### src/design/fom_pkg.sv
// Purpose: Shared constants and types for the fault output and margin select block.
// Assumes: Register index is byte address / 4 on APB.
// Notes:   Configuration bytes reset to zero until loaded by software.
package fom_pkg;

    // Register indices
    localparam logic [6:0] IDX_F1_LO  = 7'h15;
    localparam logic [6:0] IDX_F1_HI  = 7'h16;
    localparam logic [6:0] IDX_F2_LO  = 7'h17;
    localparam logic [6:0] IDX_F2_HI  = 7'h18;
    localparam logic [6:0] IDX_GPIO_A = 7'h1C;
    localparam logic [6:0] IDX_GPIO_B = 7'h1D;
    localparam logic [6:0] IDX_GPIO_C = 7'h1E;
    localparam logic [6:0] IDX_PAGE   = 7'h3F;
    localparam logic [6:0] IDX_STATUS = 7'h40;
    localparam logic [6:0] IDX_MARGIN = 7'h4D;

    // Address slicing
    localparam int IDX_LSB = 2;
    localparam int IDX_W   = 7;

    // Field positions in the mode, margin and page bytes
    localparam int TYPE_LSB    = 4;
    localparam int POL_BIT     = 7;
    localparam int HI_MASK_W   = 4;
    localparam int MARGIN_BIT  = 1;
    localparam int PAGE_BIT    = 0;

    // GPIO mode field positions
    localparam int GP2_LSB     = 3;
    localparam int GP3_LO_LSB  = 6;
    localparam int GP3_HI_BIT  = 0;
    localparam int GP5_LSB     = 4;
    localparam int GP6_LO_BIT  = 7;
    localparam int GP6_HI_LSB  = 0;

    // Status register bit positions
    localparam int ST_F1       = 0;
    localparam int ST_F2       = 1;
    localparam int ST_MARGIN   = 2;
    localparam int ST_SEQF     = 3;
    localparam int ST_BANK_LSB = 4;

    // Values after reset
    localparam logic [7:0] RST_CFG       = 8'h00;
    localparam logic       RST_FAULT_LVL = 1'h1;
    localparam logic       RST_PIN_SYNC  = 1'h1;

    // GPIO mode codes
    typedef enum logic [2:0] {
        GM_SPECIAL0 = 3'b000,
        GM_PP_IO    = 3'b001,
        GM_OD_IO    = 3'b010,
        GM_PP_FAULT = 3'b011,
        GM_OD_FAULT = 3'b100,
        GM_IN       = 3'b101,
        GM_WDO      = 3'b110,
        GM_SPECIAL7 = 3'b111
    } fom_gpio_mode_e;

    // DAC register bank selection
    typedef enum logic [1:0] {
        BANK_NOMINAL = 2'b00,
        BANK_RAISE   = 2'b01,
        BANK_LOWER   = 2'b10
    } fom_bank_e;

    // Sequencing fault indicator state
    typedef enum logic {
        SQ_IDLE    = 1'b0,
        SQ_TRIPPED = 1'b1
    } fom_seq_state_e;

endpackage

### src/design/fom_fault_eval.sv
// Purpose: Combines masked channel violations into one fault condition and pin level.
// Assumes: Violation vectors are on the caller's clock, one bit per channel.
// Notes:   Purely combinational; the caller registers the result.
`timescale 1ns/1ns
module fom_fault_eval #(
    parameter int NCH = 12
) (
    // Configuration
    input  wire logic [NCH-1:0] mask,
    input  wire logic [2:0]     type_en,
    input  wire logic           active_high,
    // Violations per channel
    input  wire logic [NCH-1:0] ov,
    input  wire logic [NCH-1:0] uv,
    input  wire logic [NCH-1:0] ew,
    // Result
    output logic                hit,
    output logic                level
);

    // OR of enabled violation types over the selected channels
    assign hit = (type_en[0] & (|(mask & ov)))
               | (type_en[1] & (|(mask & uv)))
               | (type_en[2] & (|(mask & ew)));

    // Polarity applied last
    assign level = active_high ? hit : ~hit;

endmodule

### src/design/fom_top.sv
// Purpose: Drives two supply fault outputs, sequencing fault indicator and DAC bank selection.
// Assumes: Violation vectors and sequencing status arrive on pclk; margin pins are asynchronous.
// Notes:   APB slave with one wait state; extended page holds the DAC switch enables.
// How it works
// - Primary mask selects channels one to twelve
// - Primary OV, UV, EW enables independent
// - Primary polarity bit seven: low or high
// - Secondary mask selects channels one to twelve
// - Secondary OV, UV, EW enables independent
// - Secondary polarity bit seven: low or high
// - Sequencing fault: indicate, enables low, save
// - Raise low, lower high: raise bank, closed
// - Lower low, raise high: lower bank, closed
// - Equal pins: nominal bank, enables set switches
// - Raise or lower pin margin closes switches, enables margin
// - DAC switch enables live in extended page
// - Any selected channel violation asserts output
// - Margin freezes outputs, suppresses logging
//
// Chosen here: the APB slave port.
`timescale 1ns/1ns
module fom_top #(
    parameter int NCH = 12,
    parameter int AW  = 12
) (
    // Clock and reset
    input  wire logic           pclk,
    input  wire logic           presetn,
    // APB slave
    input  wire logic           psel,
    input  wire logic           penable,
    input  wire logic           pwrite,
    input  wire logic [AW-1:0]  paddr,
    input  wire logic [31:0]    pwdata,
    output logic      [31:0]    prdata,
    output logic                pready,
    output logic                pslverr,
    // Monitor comparator results
    input  wire logic [NCH-1:0] ov_viol,
    input  wire logic [NCH-1:0] uv_viol,
    input  wire logic [NCH-1:0] ew_viol,
    input  wire logic           seq_in_progress,
    // Margin pins
    input  wire logic           margin_raise_input,
    input  wire logic           margin_lower_input,
    input  wire logic           margin_pin_n,
    // Fault pins
    output logic                gpio5_out,
    output logic                gpio5_oe_n,
    output logic                gpio6_out,
    output logic                gpio6_oe_n,
    // Internal levels
    output logic                primary_fault_output,
    output logic                secondary_fault_output,
    output logic                sequencing_fault_indicator,
    output logic                enables_force_low,
    output logic                nv_save_pulse,
    output logic                margin_active,
    output logic [1:0]          trim_dac_bank,
    output logic [NCH-1:0]      trim_dac_output_closed
);

    // Pin drive for a fault-capable GPIO mode: {out, oe_n}
    function automatic logic [1:0] fom_drive(input logic [2:0] mode, input logic lvl);
        case (mode)
            fom_pkg::GM_PP_FAULT: fom_drive = {lvl, 1'h0};
            fom_pkg::GM_OD_FAULT: fom_drive = {1'h0, lvl};
            default:              fom_drive = {1'h0, 1'h1};
        endcase
    endfunction

    // Registers
    logic [7:0]     f1_lo_r;
    logic [7:0]     f1_hi_r;
    logic [7:0]     f2_lo_r;
    logic [7:0]     f2_hi_r;
    logic [7:0]     gpio_a_r;
    logic [7:0]     gpio_b_r;
    logic [7:0]     gpio_c_r;
    logic [NCH-1:0] dac_en_r;
    logic           page_r;
    logic           soft_margin_r;
    logic [31:0]    prdata_r;
    logic           pready_r;
    logic           pslverr_r;
    logic [2:0]     sync1_r;
    logic [2:0]     sync2_r;
    logic           f1_level_r;
    logic           f2_level_r;
    logic           margin_act_r;
    logic [1:0]     bank_r;
    logic [NCH-1:0] dac_sw_r;
    logic           seqf_r;
    logic           force_low_r;
    logic           nv_save_r;
    logic           gp5_out_r;
    logic           gp5_oe_n_r;
    logic           gp6_out_r;
    logic           gp6_oe_n_r;
    fom_pkg::fom_seq_state_e seq_state_r;
    fom_pkg::fom_seq_state_e seq_nxt;

    // Decode and helper nets
    logic [6:0]     idx;
    logic           acc_setup;
    logic           wr_en;
    logic [31:0]    rd_data;
    logic           rd_hit;
    logic [2:0]     gp2_mode;
    logic [2:0]     gp3_mode;
    logic [2:0]     gp5_mode;
    logic [2:0]     gp6_mode;
    logic           raise_lvl;
    logic           lower_lvl;
    logic           sel_raise;
    logic           sel_lower;
    logic           margin_nxt;
    logic           seq_trip;
    logic           seq_clear;
    logic           f1_hit;
    logic           f1_level;
    logic           f2_hit;
    logic           f2_level;
    logic [NCH-1:0] f1_mask;
    logic [NCH-1:0] f2_mask;

    assign idx       = paddr[fom_pkg::IDX_LSB +: fom_pkg::IDX_W];
    assign acc_setup = psel & penable & ~pready_r;
    assign wr_en     = psel & penable & pwrite & pready_r;

    // GPIO mode fields split over the configuration bytes
    assign gp2_mode = gpio_a_r[fom_pkg::GP2_LSB +: 3];
    assign gp3_mode = {gpio_b_r[fom_pkg::GP3_HI_BIT], gpio_a_r[fom_pkg::GP3_LO_LSB +: 2]};
    assign gp5_mode = gpio_b_r[fom_pkg::GP5_LSB +: 3];
    assign gp6_mode = {gpio_c_r[fom_pkg::GP6_HI_LSB +: 2], gpio_b_r[fom_pkg::GP6_LO_BIT]};

    // Channel masks: low byte plus low nibble of the mode byte
    assign f1_mask = {f1_hi_r[fom_pkg::HI_MASK_W-1:0], f1_lo_r};
    assign f2_mask = {f2_hi_r[fom_pkg::HI_MASK_W-1:0], f2_lo_r};

    // Primary fault condition
    fom_fault_eval #(
        .NCH (NCH)
    ) u_f1 (
        .mask        (f1_mask),
        .type_en     (f1_hi_r[fom_pkg::TYPE_LSB +: 3]),
        .active_high (f1_hi_r[fom_pkg::POL_BIT]),
        .ov          (ov_viol),
        .uv          (uv_viol),
        .ew          (ew_viol),
        .hit         (f1_hit),
        .level       (f1_level)
    );

    // Secondary fault condition
    fom_fault_eval #(
        .NCH (NCH)
    ) u_f2 (
        .mask        (f2_mask),
        .type_en     (f2_hi_r[fom_pkg::TYPE_LSB +: 3]),
        .active_high (f2_hi_r[fom_pkg::POL_BIT]),
        .ov          (ov_viol),
        .uv          (uv_viol),
        .ew          (ew_viol),
        .hit         (f2_hit),
        .level       (f2_level)
    );

    // Read mux; extended page maps the DAC switch enables
    always_comb begin
        rd_data = 32'h0;
        rd_hit  = 1'h1;
        case (idx)
            fom_pkg::IDX_F1_LO:  rd_data[7:0] = f1_lo_r;
            fom_pkg::IDX_F1_HI:  rd_data[7:0] = f1_hi_r;
            fom_pkg::IDX_F2_LO:  rd_data[7:0] = f2_lo_r;
            fom_pkg::IDX_F2_HI:  rd_data[7:0] = f2_hi_r;
            fom_pkg::IDX_GPIO_A: rd_data[7:0] = page_r ? dac_en_r[7:0] : gpio_a_r;
            fom_pkg::IDX_GPIO_B: rd_data[7:0] = page_r ? {4'h0, dac_en_r[NCH-1:8]} : gpio_b_r;
            fom_pkg::IDX_GPIO_C: rd_data[7:0] = gpio_c_r;
            fom_pkg::IDX_PAGE:   rd_data[fom_pkg::PAGE_BIT] = page_r;
            fom_pkg::IDX_MARGIN: rd_data[fom_pkg::MARGIN_BIT] = soft_margin_r;
            fom_pkg::IDX_STATUS: begin
                rd_data[fom_pkg::ST_F1]           = f1_level_r;
                rd_data[fom_pkg::ST_F2]           = f2_level_r;
                rd_data[fom_pkg::ST_MARGIN]       = margin_act_r;
                rd_data[fom_pkg::ST_SEQF]         = seqf_r;
                rd_data[fom_pkg::ST_BANK_LSB +: 2] = bank_r;
            end
            default:             rd_hit = 1'h0;
        endcase
    end

    // APB handshake: one wait state, read data and error captured early
    always_ff @(posedge pclk or negedge presetn) begin
        if (!presetn) begin
            pready_r  <= 1'h0;
            prdata_r  <= 32'h0;
            pslverr_r <= 1'h0;
        end else begin
            pready_r <= acc_setup;
            if (acc_setup) begin
                prdata_r  <= pwrite ? 32'h0 : rd_data;
                pslverr_r <= ~rd_hit;
            end else begin
                pslverr_r <= 1'h0;
            end
        end
    end

    // Configuration register writes
    always_ff @(posedge pclk or negedge presetn) begin
        if (!presetn) begin
            f1_lo_r       <= fom_pkg::RST_CFG;
            f1_hi_r       <= fom_pkg::RST_CFG;
            f2_lo_r       <= fom_pkg::RST_CFG;
            f2_hi_r       <= fom_pkg::RST_CFG;
            gpio_a_r      <= fom_pkg::RST_CFG;
            gpio_b_r      <= fom_pkg::RST_CFG;
            gpio_c_r      <= fom_pkg::RST_CFG;
            dac_en_r      <= '0;
            page_r        <= 1'h0;
            soft_margin_r <= 1'h0;
        end else if (wr_en) begin
            case (idx)
                fom_pkg::IDX_F1_LO:  f1_lo_r <= pwdata[7:0];
                fom_pkg::IDX_F1_HI:  f1_hi_r <= pwdata[7:0];
                fom_pkg::IDX_F2_LO:  f2_lo_r <= pwdata[7:0];
                fom_pkg::IDX_F2_HI:  f2_hi_r <= pwdata[7:0];
                fom_pkg::IDX_GPIO_A: begin
                    if (page_r) begin
                        dac_en_r[7:0] <= pwdata[7:0];
                    end else begin
                        gpio_a_r <= pwdata[7:0];
                    end
                end
                fom_pkg::IDX_GPIO_B: begin
                    if (page_r) begin
                        dac_en_r[NCH-1:8] <= pwdata[NCH-9:0];
                    end else begin
                        gpio_b_r <= pwdata[7:0];
                    end
                end
                fom_pkg::IDX_GPIO_C: gpio_c_r <= pwdata[7:0];
                fom_pkg::IDX_PAGE:   page_r <= pwdata[fom_pkg::PAGE_BIT];
                fom_pkg::IDX_MARGIN: soft_margin_r <= pwdata[fom_pkg::MARGIN_BIT];
                default:             page_r <= page_r;
            endcase
        end
    end

    // Two-flop synchronisers for the margin pins
    always_ff @(posedge pclk or negedge presetn) begin
        if (!presetn) begin
            sync1_r <= {3{fom_pkg::RST_PIN_SYNC}};
            sync2_r <= {3{fom_pkg::RST_PIN_SYNC}};
        end else begin
            sync1_r <= {margin_pin_n, margin_lower_input, margin_raise_input};
            sync2_r <= sync1_r;
        end
    end

    // Pin levels count only when the GPIO is set up as a margin input
    assign raise_lvl  = (gp2_mode == fom_pkg::GM_SPECIAL7) ? sync2_r[0] : 1'h1;
    assign lower_lvl  = (gp3_mode == fom_pkg::GM_SPECIAL7) ? sync2_r[1] : 1'h1;
    assign sel_raise  = ~raise_lvl & lower_lvl;
    assign sel_lower  = raise_lvl & ~lower_lvl;
    assign margin_nxt = sel_raise | sel_lower | soft_margin_r
                      | ((gp6_mode == fom_pkg::GM_SPECIAL0) & ~sync2_r[2]);

    // Bank select, DAC switches and margin state
    always_ff @(posedge pclk or negedge presetn) begin
        if (!presetn) begin
            bank_r       <= fom_pkg::BANK_NOMINAL;
            dac_sw_r     <= '0;
            margin_act_r <= 1'h0;
        end else begin
            margin_act_r <= margin_nxt;
            if (sel_raise) begin
                bank_r   <= fom_pkg::BANK_RAISE;
                dac_sw_r <= '1;
            end else if (sel_lower) begin
                bank_r   <= fom_pkg::BANK_LOWER;
                dac_sw_r <= '1;
            end else begin
                bank_r   <= fom_pkg::BANK_NOMINAL;
                dac_sw_r <= dac_en_r;
            end
        end
    end

    // Fault levels update only while margining is off
    always_ff @(posedge pclk or negedge presetn) begin
        if (!presetn) begin
            f1_level_r <= fom_pkg::RST_FAULT_LVL;
            f2_level_r <= fom_pkg::RST_FAULT_LVL;
        end else if (!margin_act_r) begin
            f1_level_r <= f1_level;
            f2_level_r <= f2_level;
        end
    end

    // Sequencing fault: trip during power-up or power-down, cleared by writing one
    assign seq_trip  = (gp6_mode == fom_pkg::GM_SPECIAL7) & seq_in_progress
                     & (|(ov_viol | uv_viol)) & ~margin_act_r;
    assign seq_clear = wr_en & (idx == fom_pkg::IDX_STATUS) & pwdata[fom_pkg::ST_SEQF];

    always_comb begin
        case (seq_state_r)
            fom_pkg::SQ_IDLE:    seq_nxt = seq_trip ? fom_pkg::SQ_TRIPPED : fom_pkg::SQ_IDLE;
            fom_pkg::SQ_TRIPPED: seq_nxt = (seq_clear && !seq_trip) ? fom_pkg::SQ_IDLE : fom_pkg::SQ_TRIPPED;
            default:             seq_nxt = fom_pkg::SQ_IDLE;
        endcase
    end

    // Indicator, enable pull-down and one save request per trip
    always_ff @(posedge pclk or negedge presetn) begin
        if (!presetn) begin
            seq_state_r <= fom_pkg::SQ_IDLE;
            seqf_r      <= 1'h0;
            force_low_r <= 1'h0;
            nv_save_r   <= 1'h0;
        end else begin
            seq_state_r <= seq_nxt;
            seqf_r      <= (seq_nxt == fom_pkg::SQ_TRIPPED);
            force_low_r <= (seq_nxt == fom_pkg::SQ_TRIPPED);
            nv_save_r   <= seq_trip & (seq_state_r == fom_pkg::SQ_IDLE);
        end
    end

    // GPIO pin drivers
    always_ff @(posedge pclk or negedge presetn) begin
        if (!presetn) begin
            gp5_out_r  <= 1'h0;
            gp5_oe_n_r <= 1'h1;
            gp6_out_r  <= 1'h0;
            gp6_oe_n_r <= 1'h1;
        end else begin
            {gp5_out_r, gp5_oe_n_r} <= fom_drive(gp5_mode, f1_level_r);
            if (gp6_mode == fom_pkg::GM_SPECIAL7) begin
                gp6_out_r  <= 1'h0;                             // Open-drain, low when tripped
                gp6_oe_n_r <= ~seqf_r;
            end else begin
                {gp6_out_r, gp6_oe_n_r} <= fom_drive(gp6_mode, f2_level_r);
            end
        end
    end

    // Outputs straight from flops
    assign prdata                     = prdata_r;
    assign pready                     = pready_r;
    assign pslverr                    = pslverr_r;
    assign gpio5_out                  = gp5_out_r;
    assign gpio5_oe_n                 = gp5_oe_n_r;
    assign gpio6_out                  = gp6_out_r;
    assign gpio6_oe_n                 = gp6_oe_n_r;
    assign primary_fault_output       = f1_level_r;
    assign secondary_fault_output     = f2_level_r;
    assign sequencing_fault_indicator = seqf_r;
    assign enables_force_low          = force_low_r;
    assign nv_save_pulse              = nv_save_r;
    assign margin_active              = margin_act_r;
    assign trim_dac_bank              = bank_r;
    assign trim_dac_output_closed     = dac_sw_r;
endmodule

### config.mk
export PLATFORM = sky130hd
export DESIGN_NAME = fom_top
export DESIGN_NICKNAME = d
export VERILOG_FILES = /design/src/design/fom_pkg.sv /design/src/design/fom_fault_eval.sv /design/src/design/fom_top.sv
export SDC_FILE = /design/constraint.sdc
export NUM_CORES = 1
export LEC_CHECK = 0
export BUFFER_PORTS_ARGS = -buffer_cell sky130_fd_sc_hd__buf_2
export CORE_ASPECT_RATIO = 0.7
export CORE_MARGIN = 2
export CORE_UTILIZATION = 48
export DETAILED_ROUTE_END_ITERATION = 10
export GPL_TIMING_DRIVEN = 0
export PLACE_DENSITY = 0.77
export SYNTH_ARGS = -nofsm -noshare
export SYNTH_HDL_FRONTEND = slang
export SYNTH_SLANG_ARGS = --single-unit
export TNS_END_PERCENT = 30
### constraint.sdc
create_clock -name pclk -period 1.7 [get_ports pclk]
set_input_delay 0.425 -clock pclk [delete_from_list [all_inputs] [get_ports pclk]]
set_output_delay 0.425 -clock pclk [all_outputs]
set_load 0.02 [all_outputs]
==> results of run 1 <==
==> critical path, delay by kind of cell (launching register included) <==
family	cells	cell delay (ns)
AND/OR/NAND/NOR	1	0.56
flip-flops	1	0.47
AO/OA/AOI/OAI	4	0.78
==> cells in the final DEF, fill, tap and decap left out, types with 14 or more instances in the layout <==
cell type / count
a22o_1: 19
or3_1: 14
nand2_1: 23
dfrtp_1: 83
mux2_2: 71
dfrtp_2: 16
conb_1: 24
buf_2: 89
a221oi_2: 14
nor2_1: 15
buf_4: 46
==> cell usage after synthesis (8+ instances only) <==
master / number / area (µm²)
nand2_1: 26 / 97.59
dfrtp_1: 99 / 2477
a22o_1: 19 / 166.4
or3_1: 16 / 100.1
a31oi_1: 10 / 62.56
mux2i_1: 14 / 140.1
buf_2: 8 / 40.04
mux2_2: 71 / 799.5
dfstp_2: 10 / 262.8
o2bb2ai_1: 8 / 70.07
clkbuf_1: 10 / 37.54
nor2_1: 17 / 63.81
a221oi_1: 19 / 166.4
o21ai_0: 14 / 70.07
inv_1: 13 / 48.80
nor3_1: 8 / 40.04
buf_4: 26 / 195.2
==> registers in the layout, summed over array words and instances (netlist names), 2 cells and up <==
register / flops
gpio_b_r: 8
prdata: 8
sync1_r: 3
sync2_r: 3
trim_dac_output_closed: 12
f2_hi_r: 8
dac_en_r: 12
f1_hi_r: 8
f2_lo_r: 8
gpio_c_r: 8
f1_lo_r: 8
gpio_a_r: 8
trim_dac_bank: 2
==> logic make-up (layout without fill, tap and decap cells) <==
logic type                 count (synthesis)  count (layout)  share of synthesized area
DFF                                      109             109                     0.4954
buffers and inverters                     60             186                    0.06017
AOI/OAI and AO/OA                         98              98                     0.1366
and+or+nand+nor                          116             116                     0.1287
muxes                                     86              86                     0.1739
adders and majority gates                  2               2                   0.004523
other                                      1              24                  0.0006779
==> through the flow <==
stage / cells / worst slack, ns / hold slack, ns / TNS (ns) / util
finish: 774 / -0.1759 / 0.09427 / -0.3409 / 0.6494
global route: 774 / -0.2386 / 0.1395 / -0.5771 / 0.6494
CTS: 772 / -0.1219 / 0.1138 / -1.276 / 0.6316
detailed placement: 738 / -0.8160 / 0.3468 / -38.33 / 0.5686
global placement: 737 / -0.8598 / 0.3454 / -123.89 / 0.5659
floorplan: 495 / -0.1032 / 0.1294 / -3.280 / -
==> power breakdown <==
part	switching [W]	total, W	internal, W	leakage [nW]
clock network	0.000989	0.00200	0.00101	0.134
logic	0.000322	0.000508	0.000187	1.89
registers	0.0000264	0.00265	0.00262	1.45
==> routing by layer <==
metal | wire length (µm) | share of wire | up-vias
met4 | 195 | 0.011 | 0
met2 | 7516 | 0.42 | 234
met3 | 1603 | 0.090 | 27
met1 | 8420 | 0.47 | 2325
met5 | 0 | 0 | -
li1 | - | - | 2041
==> cell type report <==
cell class,instances,area (µm²)
Tap cell,153,191.4
Multi-Input combinational cell,326,2903
Sequential cell,109,2760
Timing Repair Buffer,113,706.9
Clock buffer,9,225.2
Inverter,13,48.80
Buffer,44,335.3
Fill cell,882,3902
Clock inverter,7,57.56
==> worst paths after layout <==
kind | endpoint | cells past startpoint
max | primary_fault_output | 5
min | f1_hi_r[6] | 1
max reg2reg | primary_fault_output | 5
min reg2reg | sync2_r[1] | 0
max in group asynchronous | page_r | 2
min in group pclk | sync1_r[1] | 1
==> repair_timing <==
action / 4_1_cts / 5_1_grt
setup buffers: 19 / 4
pin swaps: 11 / 12
endpoints found under the setup margin: 86 / 77
gates resized for setup: 75 / 46
==> reports/metrics.csv, run 1 <==
stage,metric,value,unit
timing,finalCriticalPeriod,1.876,ns
global_routing,met3_usage,0.09169,
pwr,total_power,0.005161,W
critical_path,reg2reg_from,f1_lo_r[3],
synth,synth-main-ff-cell,dfrtp_1,
run_status,failed_checks,setup timing,
critical_path,reg2reg_slack,-0.18,ns
clock_network,cts_tree,yes,
clock_network,ctsRootBufferMaster,clkbuf_16,
global_routing,grt_use_total,0.2936,
timing,finalSetupViolCount,6,
clock_network,cts.sinks,109,
pwr,power_density,714.0,nW/µm²
synth,yosysUniqueCellTypes,55,
global_routing,met1_usage,0.4349,
critical_path,cp_slowest_cell,or4_1,
clock_network,clk_path_buf_depth,2,
synth,syn_inst,472,
drt,wl_per_cell,22.91,µm
hold_path,worst_hold_path_type,primary input to asynchronous set/reset pin,
drt,drtAntennaViolNets,0,
run_status,status,finished with violations,
die,std_cell_rows,32,
timing,finClkSkew,0.008721,ns
synth,synth_seq_cells,109,
synth,syn-cell-area,5532,µm²
drt,routed_wl,17.74,mm
place,portBuffers,89,
pwr,ir_worst_vdd,0.0005640,V
critical_path,path_cells,"a22o_1, a221oi_2, a31oi_2, or4_1, a31oi_1",
place,placed_cell_area,6329,µm²
timing,finalHoldViolCount,0,
die,dieWidth,132.3,µm
drt,vias_per_cell,5.978,
clock_network,htree_levels,3,
synth,yosysWarningCount,0,
critical_path,arrival,2.16,ns
clock_network,cts_hold_buf,0,
drt,drt_iter0_drc,373,
drt,route.detailed.drc,0,
layout,fin_area,7228,µm²
critical_path,critPathMaxStageDelay,0.56,ns
critical_path,startpoint,f1_lo_r[3],
layout,syn2layout_area_growth,30.67,%
timing,slew_headroom,0.4972,
synth,syn_avg_cell_area,11.72,µm²
synth,ys_seq_area_frac,0.4954,
global_routing,grt_antenna_before_repair,0,
critical_path,critPathMaxFanout,5,
global_routing,grt_pass1_vias,4496,
timing,post-route-period-util,1.103,
layout,insertedDiodeCount,0,
die,start_util,0.4970,
clock_network,cts_inserted_buffers,9,
timing,setup_ws,-0.1759,ns
place,place.gp.congestion,0.9616,
global_routing,grt-busiest-layer,met1,
place,dp.final_hpwl,13.16,mm
pwr,p_leak,3.476,nW
global_routing,grt_overflow,0,
clock_network,clk_pin_slew,0.07,ns
timing,rsz0062_at_grt,yes,
global_routing,grt_use_met2,0.4236,
timing,fmax,533.1,MHz
critical_path,path_class,flop to flop,
die,die_h,93.82,µm
job,drv_cap,0,
drt,dr.pass1.iters,5,
die,core_area,11130,µm²
clock_network,clk_latency,0.35,ns
die,dieArea,12410,µm²
critical_path,cp-end-kind,flop,
synth,synth_edf_count,0,
critical_path,worstPathRequired,1.98,ns
synth,async_flop_share,1.000,
critical_path,startpoint_type,flop,
die,ioPinCount,147,
drt,vias,4627,
timing,worst_pin_slew,0.7542,ns
timing,drv_slew,0,
global_routing,grt_max_degree,61,
layout,drive_gt1_frac,0.5266,
global_routing,grt_pass1_wl,26.69,mm
layout,nNetsFinal,707,
Power figures use the tool's default switching activity.
==> run 2: changes to the inputs <==
CORE_UTILIZATION = 53   (was 48)
PLACE_DENSITY = 0.8   (was 0.77)
clock period = 1.8 ns   (was 1.7 ns; I/O delays follow)
==> run 2 against run 1 <==
  * The flow still finishes with violations (setup timing)
  * Total power down 5.8%
  * Combinational power is 12% lower
  * Utilization up 3.5 points
  * Setup slack improved by 0.093 ns
  * Routed wire length decreased by 6.4%
  * Clock power shrank 4%
  * Critical path type unchanged
  * Critical endpoint is now secondary_fault_output
  * Largest power group unchanged
==> reports/metrics.csv, run 2 (synthesis gave the netlist of run 1 again) <==
stage,metric,value,unit
run_status,status,finished with violations,
run_status,failed_checks,setup timing,
layout,layout_commonest_cell,buf_2,
pwr,p_leak,3.420,nW
drt,vias_per_cell,6.197,
layout,layout_common_cells,"buf_2 (91), dfrtp_1 (82), mux2_2 (71), buf_4 (49), nand2_1 (25)",
place,portBuffers,89,
drt,drtAntennaViolNets,0,
layout,fillers,793,
clock_network,cts_tree,yes,
global_routing,grt_overflow,0,
drt,dr.pass1.iters,5,
pwr,power_density,693.4,nW/µm²
place,pre_cts_ws,-0.7204,ns
layout,finalNonFillerCells,751,
drt,route.detailed.drc,0,
clock_network,cts_inserted_buffers,9,
timing,fmax,531.2,MHz
job,drv_cap,0,
place,dp_cells,717,
timing,finalSetupViolCount,5,
layout,fin_util,0.6849,
timing,setup_ws,-0.08257,ns
drt,drt_iter0_drc,476,
clock_network,htree_levels,3,
drt,wl_per_cell,22.11,µm
clock_network,clk_pin_slew,0.07,ns
drt,vias,4654,
global_routing,grt_max_degree,78,
clock_network,ctsRootBufferMaster,clkbuf_16,
critical_path,arrival,2.15,ns
global_routing,grt_pass1_wl,24.63,mm
die,start_util,0.5402,
global_routing,grt_pass1_vias,4175,
clock_network,clk_path_buf_depth,2,
layout,syn2layout_area_growth,26.78,%
die,std_cell_rows,31,
die,dieWidth,126.1,µm
timing,rsz0062_at_grt,yes,
timing,worst_pin_slew,0.6867,ns
timing,drv_slew,0,
critical_path,reg2regPathDepth,5,
timing,finClkSkew,0.009458,ns
global_routing,grt_antenna_before_repair,0,
timing,finalCriticalPeriod,1.883,ns
timing,post-route-period-util,1.046,
critical_path,critPathMaxFanout,5,
critical_path,startpoint_type,flop,
die,core_area,10240,µm²
clock_network,clk_latency,0.35,ns
layout,insertedDiodeCount,0,
timing,fin_tns_setup,-0.1973,ns
timing,slew_headroom,0.5422,
critical_path,path_class,flop to flop,
place,dp.final_hpwl,12.16,mm
layout,nNetsFinal,705,
timing,finalHoldViolCount,0,
die,die_h,89.48,µm
die,dieArea,11280,µm²
critical_path,worstPathRequired,2.07,ns
die,ioPinCount,147,
pwr,total_power,0.004863,W
drt,routed_wl,16.60,mm
hold_path,worst_hold_path_type,primary input to asynchronous set/reset pin,
critical_path,cp-end-kind,flop,
pwr,ir_worst_vdd,0.0004259,V
global_routing,grt_use_total,0.2934,
layout,drive_gt1_frac,0.4960,
clock_network,cts.sinks,109,
place,place.gp.congestion,0.9714,
[run 2: final cells by class]
class	count	area, µm²	area share
clock inverters	7	67.56	0.009634
multi-input cells	326	2800	0.3993
clock buffers	9	225.2	0.03211
well taps	132	165.2	0.02355
repair buffers	111	645.6	0.09206
plain buffers	44	299.0	0.04264
inverters	13	48.80	0.006958
flip-flops and latches	109	2761	0.3938
[run 2: worst max-delay path, stage by stage, from the launching register on]
cell and delay (ns):
dfrtp_2 0.45, a22o_1 0.24, a221oi_2 0.21, a31oi_2 0.19, or4_1 0.55, a31oi_1 0.17
[run 2: layer usage]
metal  share of wire  vias up  GRT usage
met5               0        -          0
met4           0.018        0    0.06593
met3           0.099       36    0.07361
met2            0.44      271     0.4252
met1            0.44     2317     0.4466
li1                -     2030          -
[run 2: worst paths after layout]
kind | from | end | slack (ns)
worst min-delay path | presetn | dac_en_r[11] | 0.04
worst min register to register | sync1_r[0] | sync2_r[0] | 0.36
worst max-delay path | f2_lo_r[2] | secondary_fault_output | -0.08
min in group pclk | margin_pin_n | sync1_r[2] | 0.19
max in group asynchronous | presetn | sync1_r[1] | 1.03
worst max register to register | f2_lo_r[2] | secondary_fault_output | -0.08
[run 2: metrics by stage]
step | hold WS, ns | area [µm²]
after floorplan | 0.1544 | 5630
after global placement | 0.3453 | 6241
after detailed placement | 0.3469 | 6271
after CTS | 0.04716 | 6825
after global routing | 0.06313 | 7013
final | 0.03577 | 7013
[run 2: timing repair]
item,in CTS,in global routing
buffers inserted,13,8
cloned,0,0
gates resized for setup,49,27
setup endpoints to repair,69,74
hold buffers,0,0
endpoints found under the hold margin,0,0
pin swaps,8,6
[run 2: report_power, final]
group          internal (W)  switching (W)  total [W]
combinational      0.000159       0.000286   0.000445
clock              0.000973       0.000946    0.00192
sequential          0.00248      0.0000229    0.00250
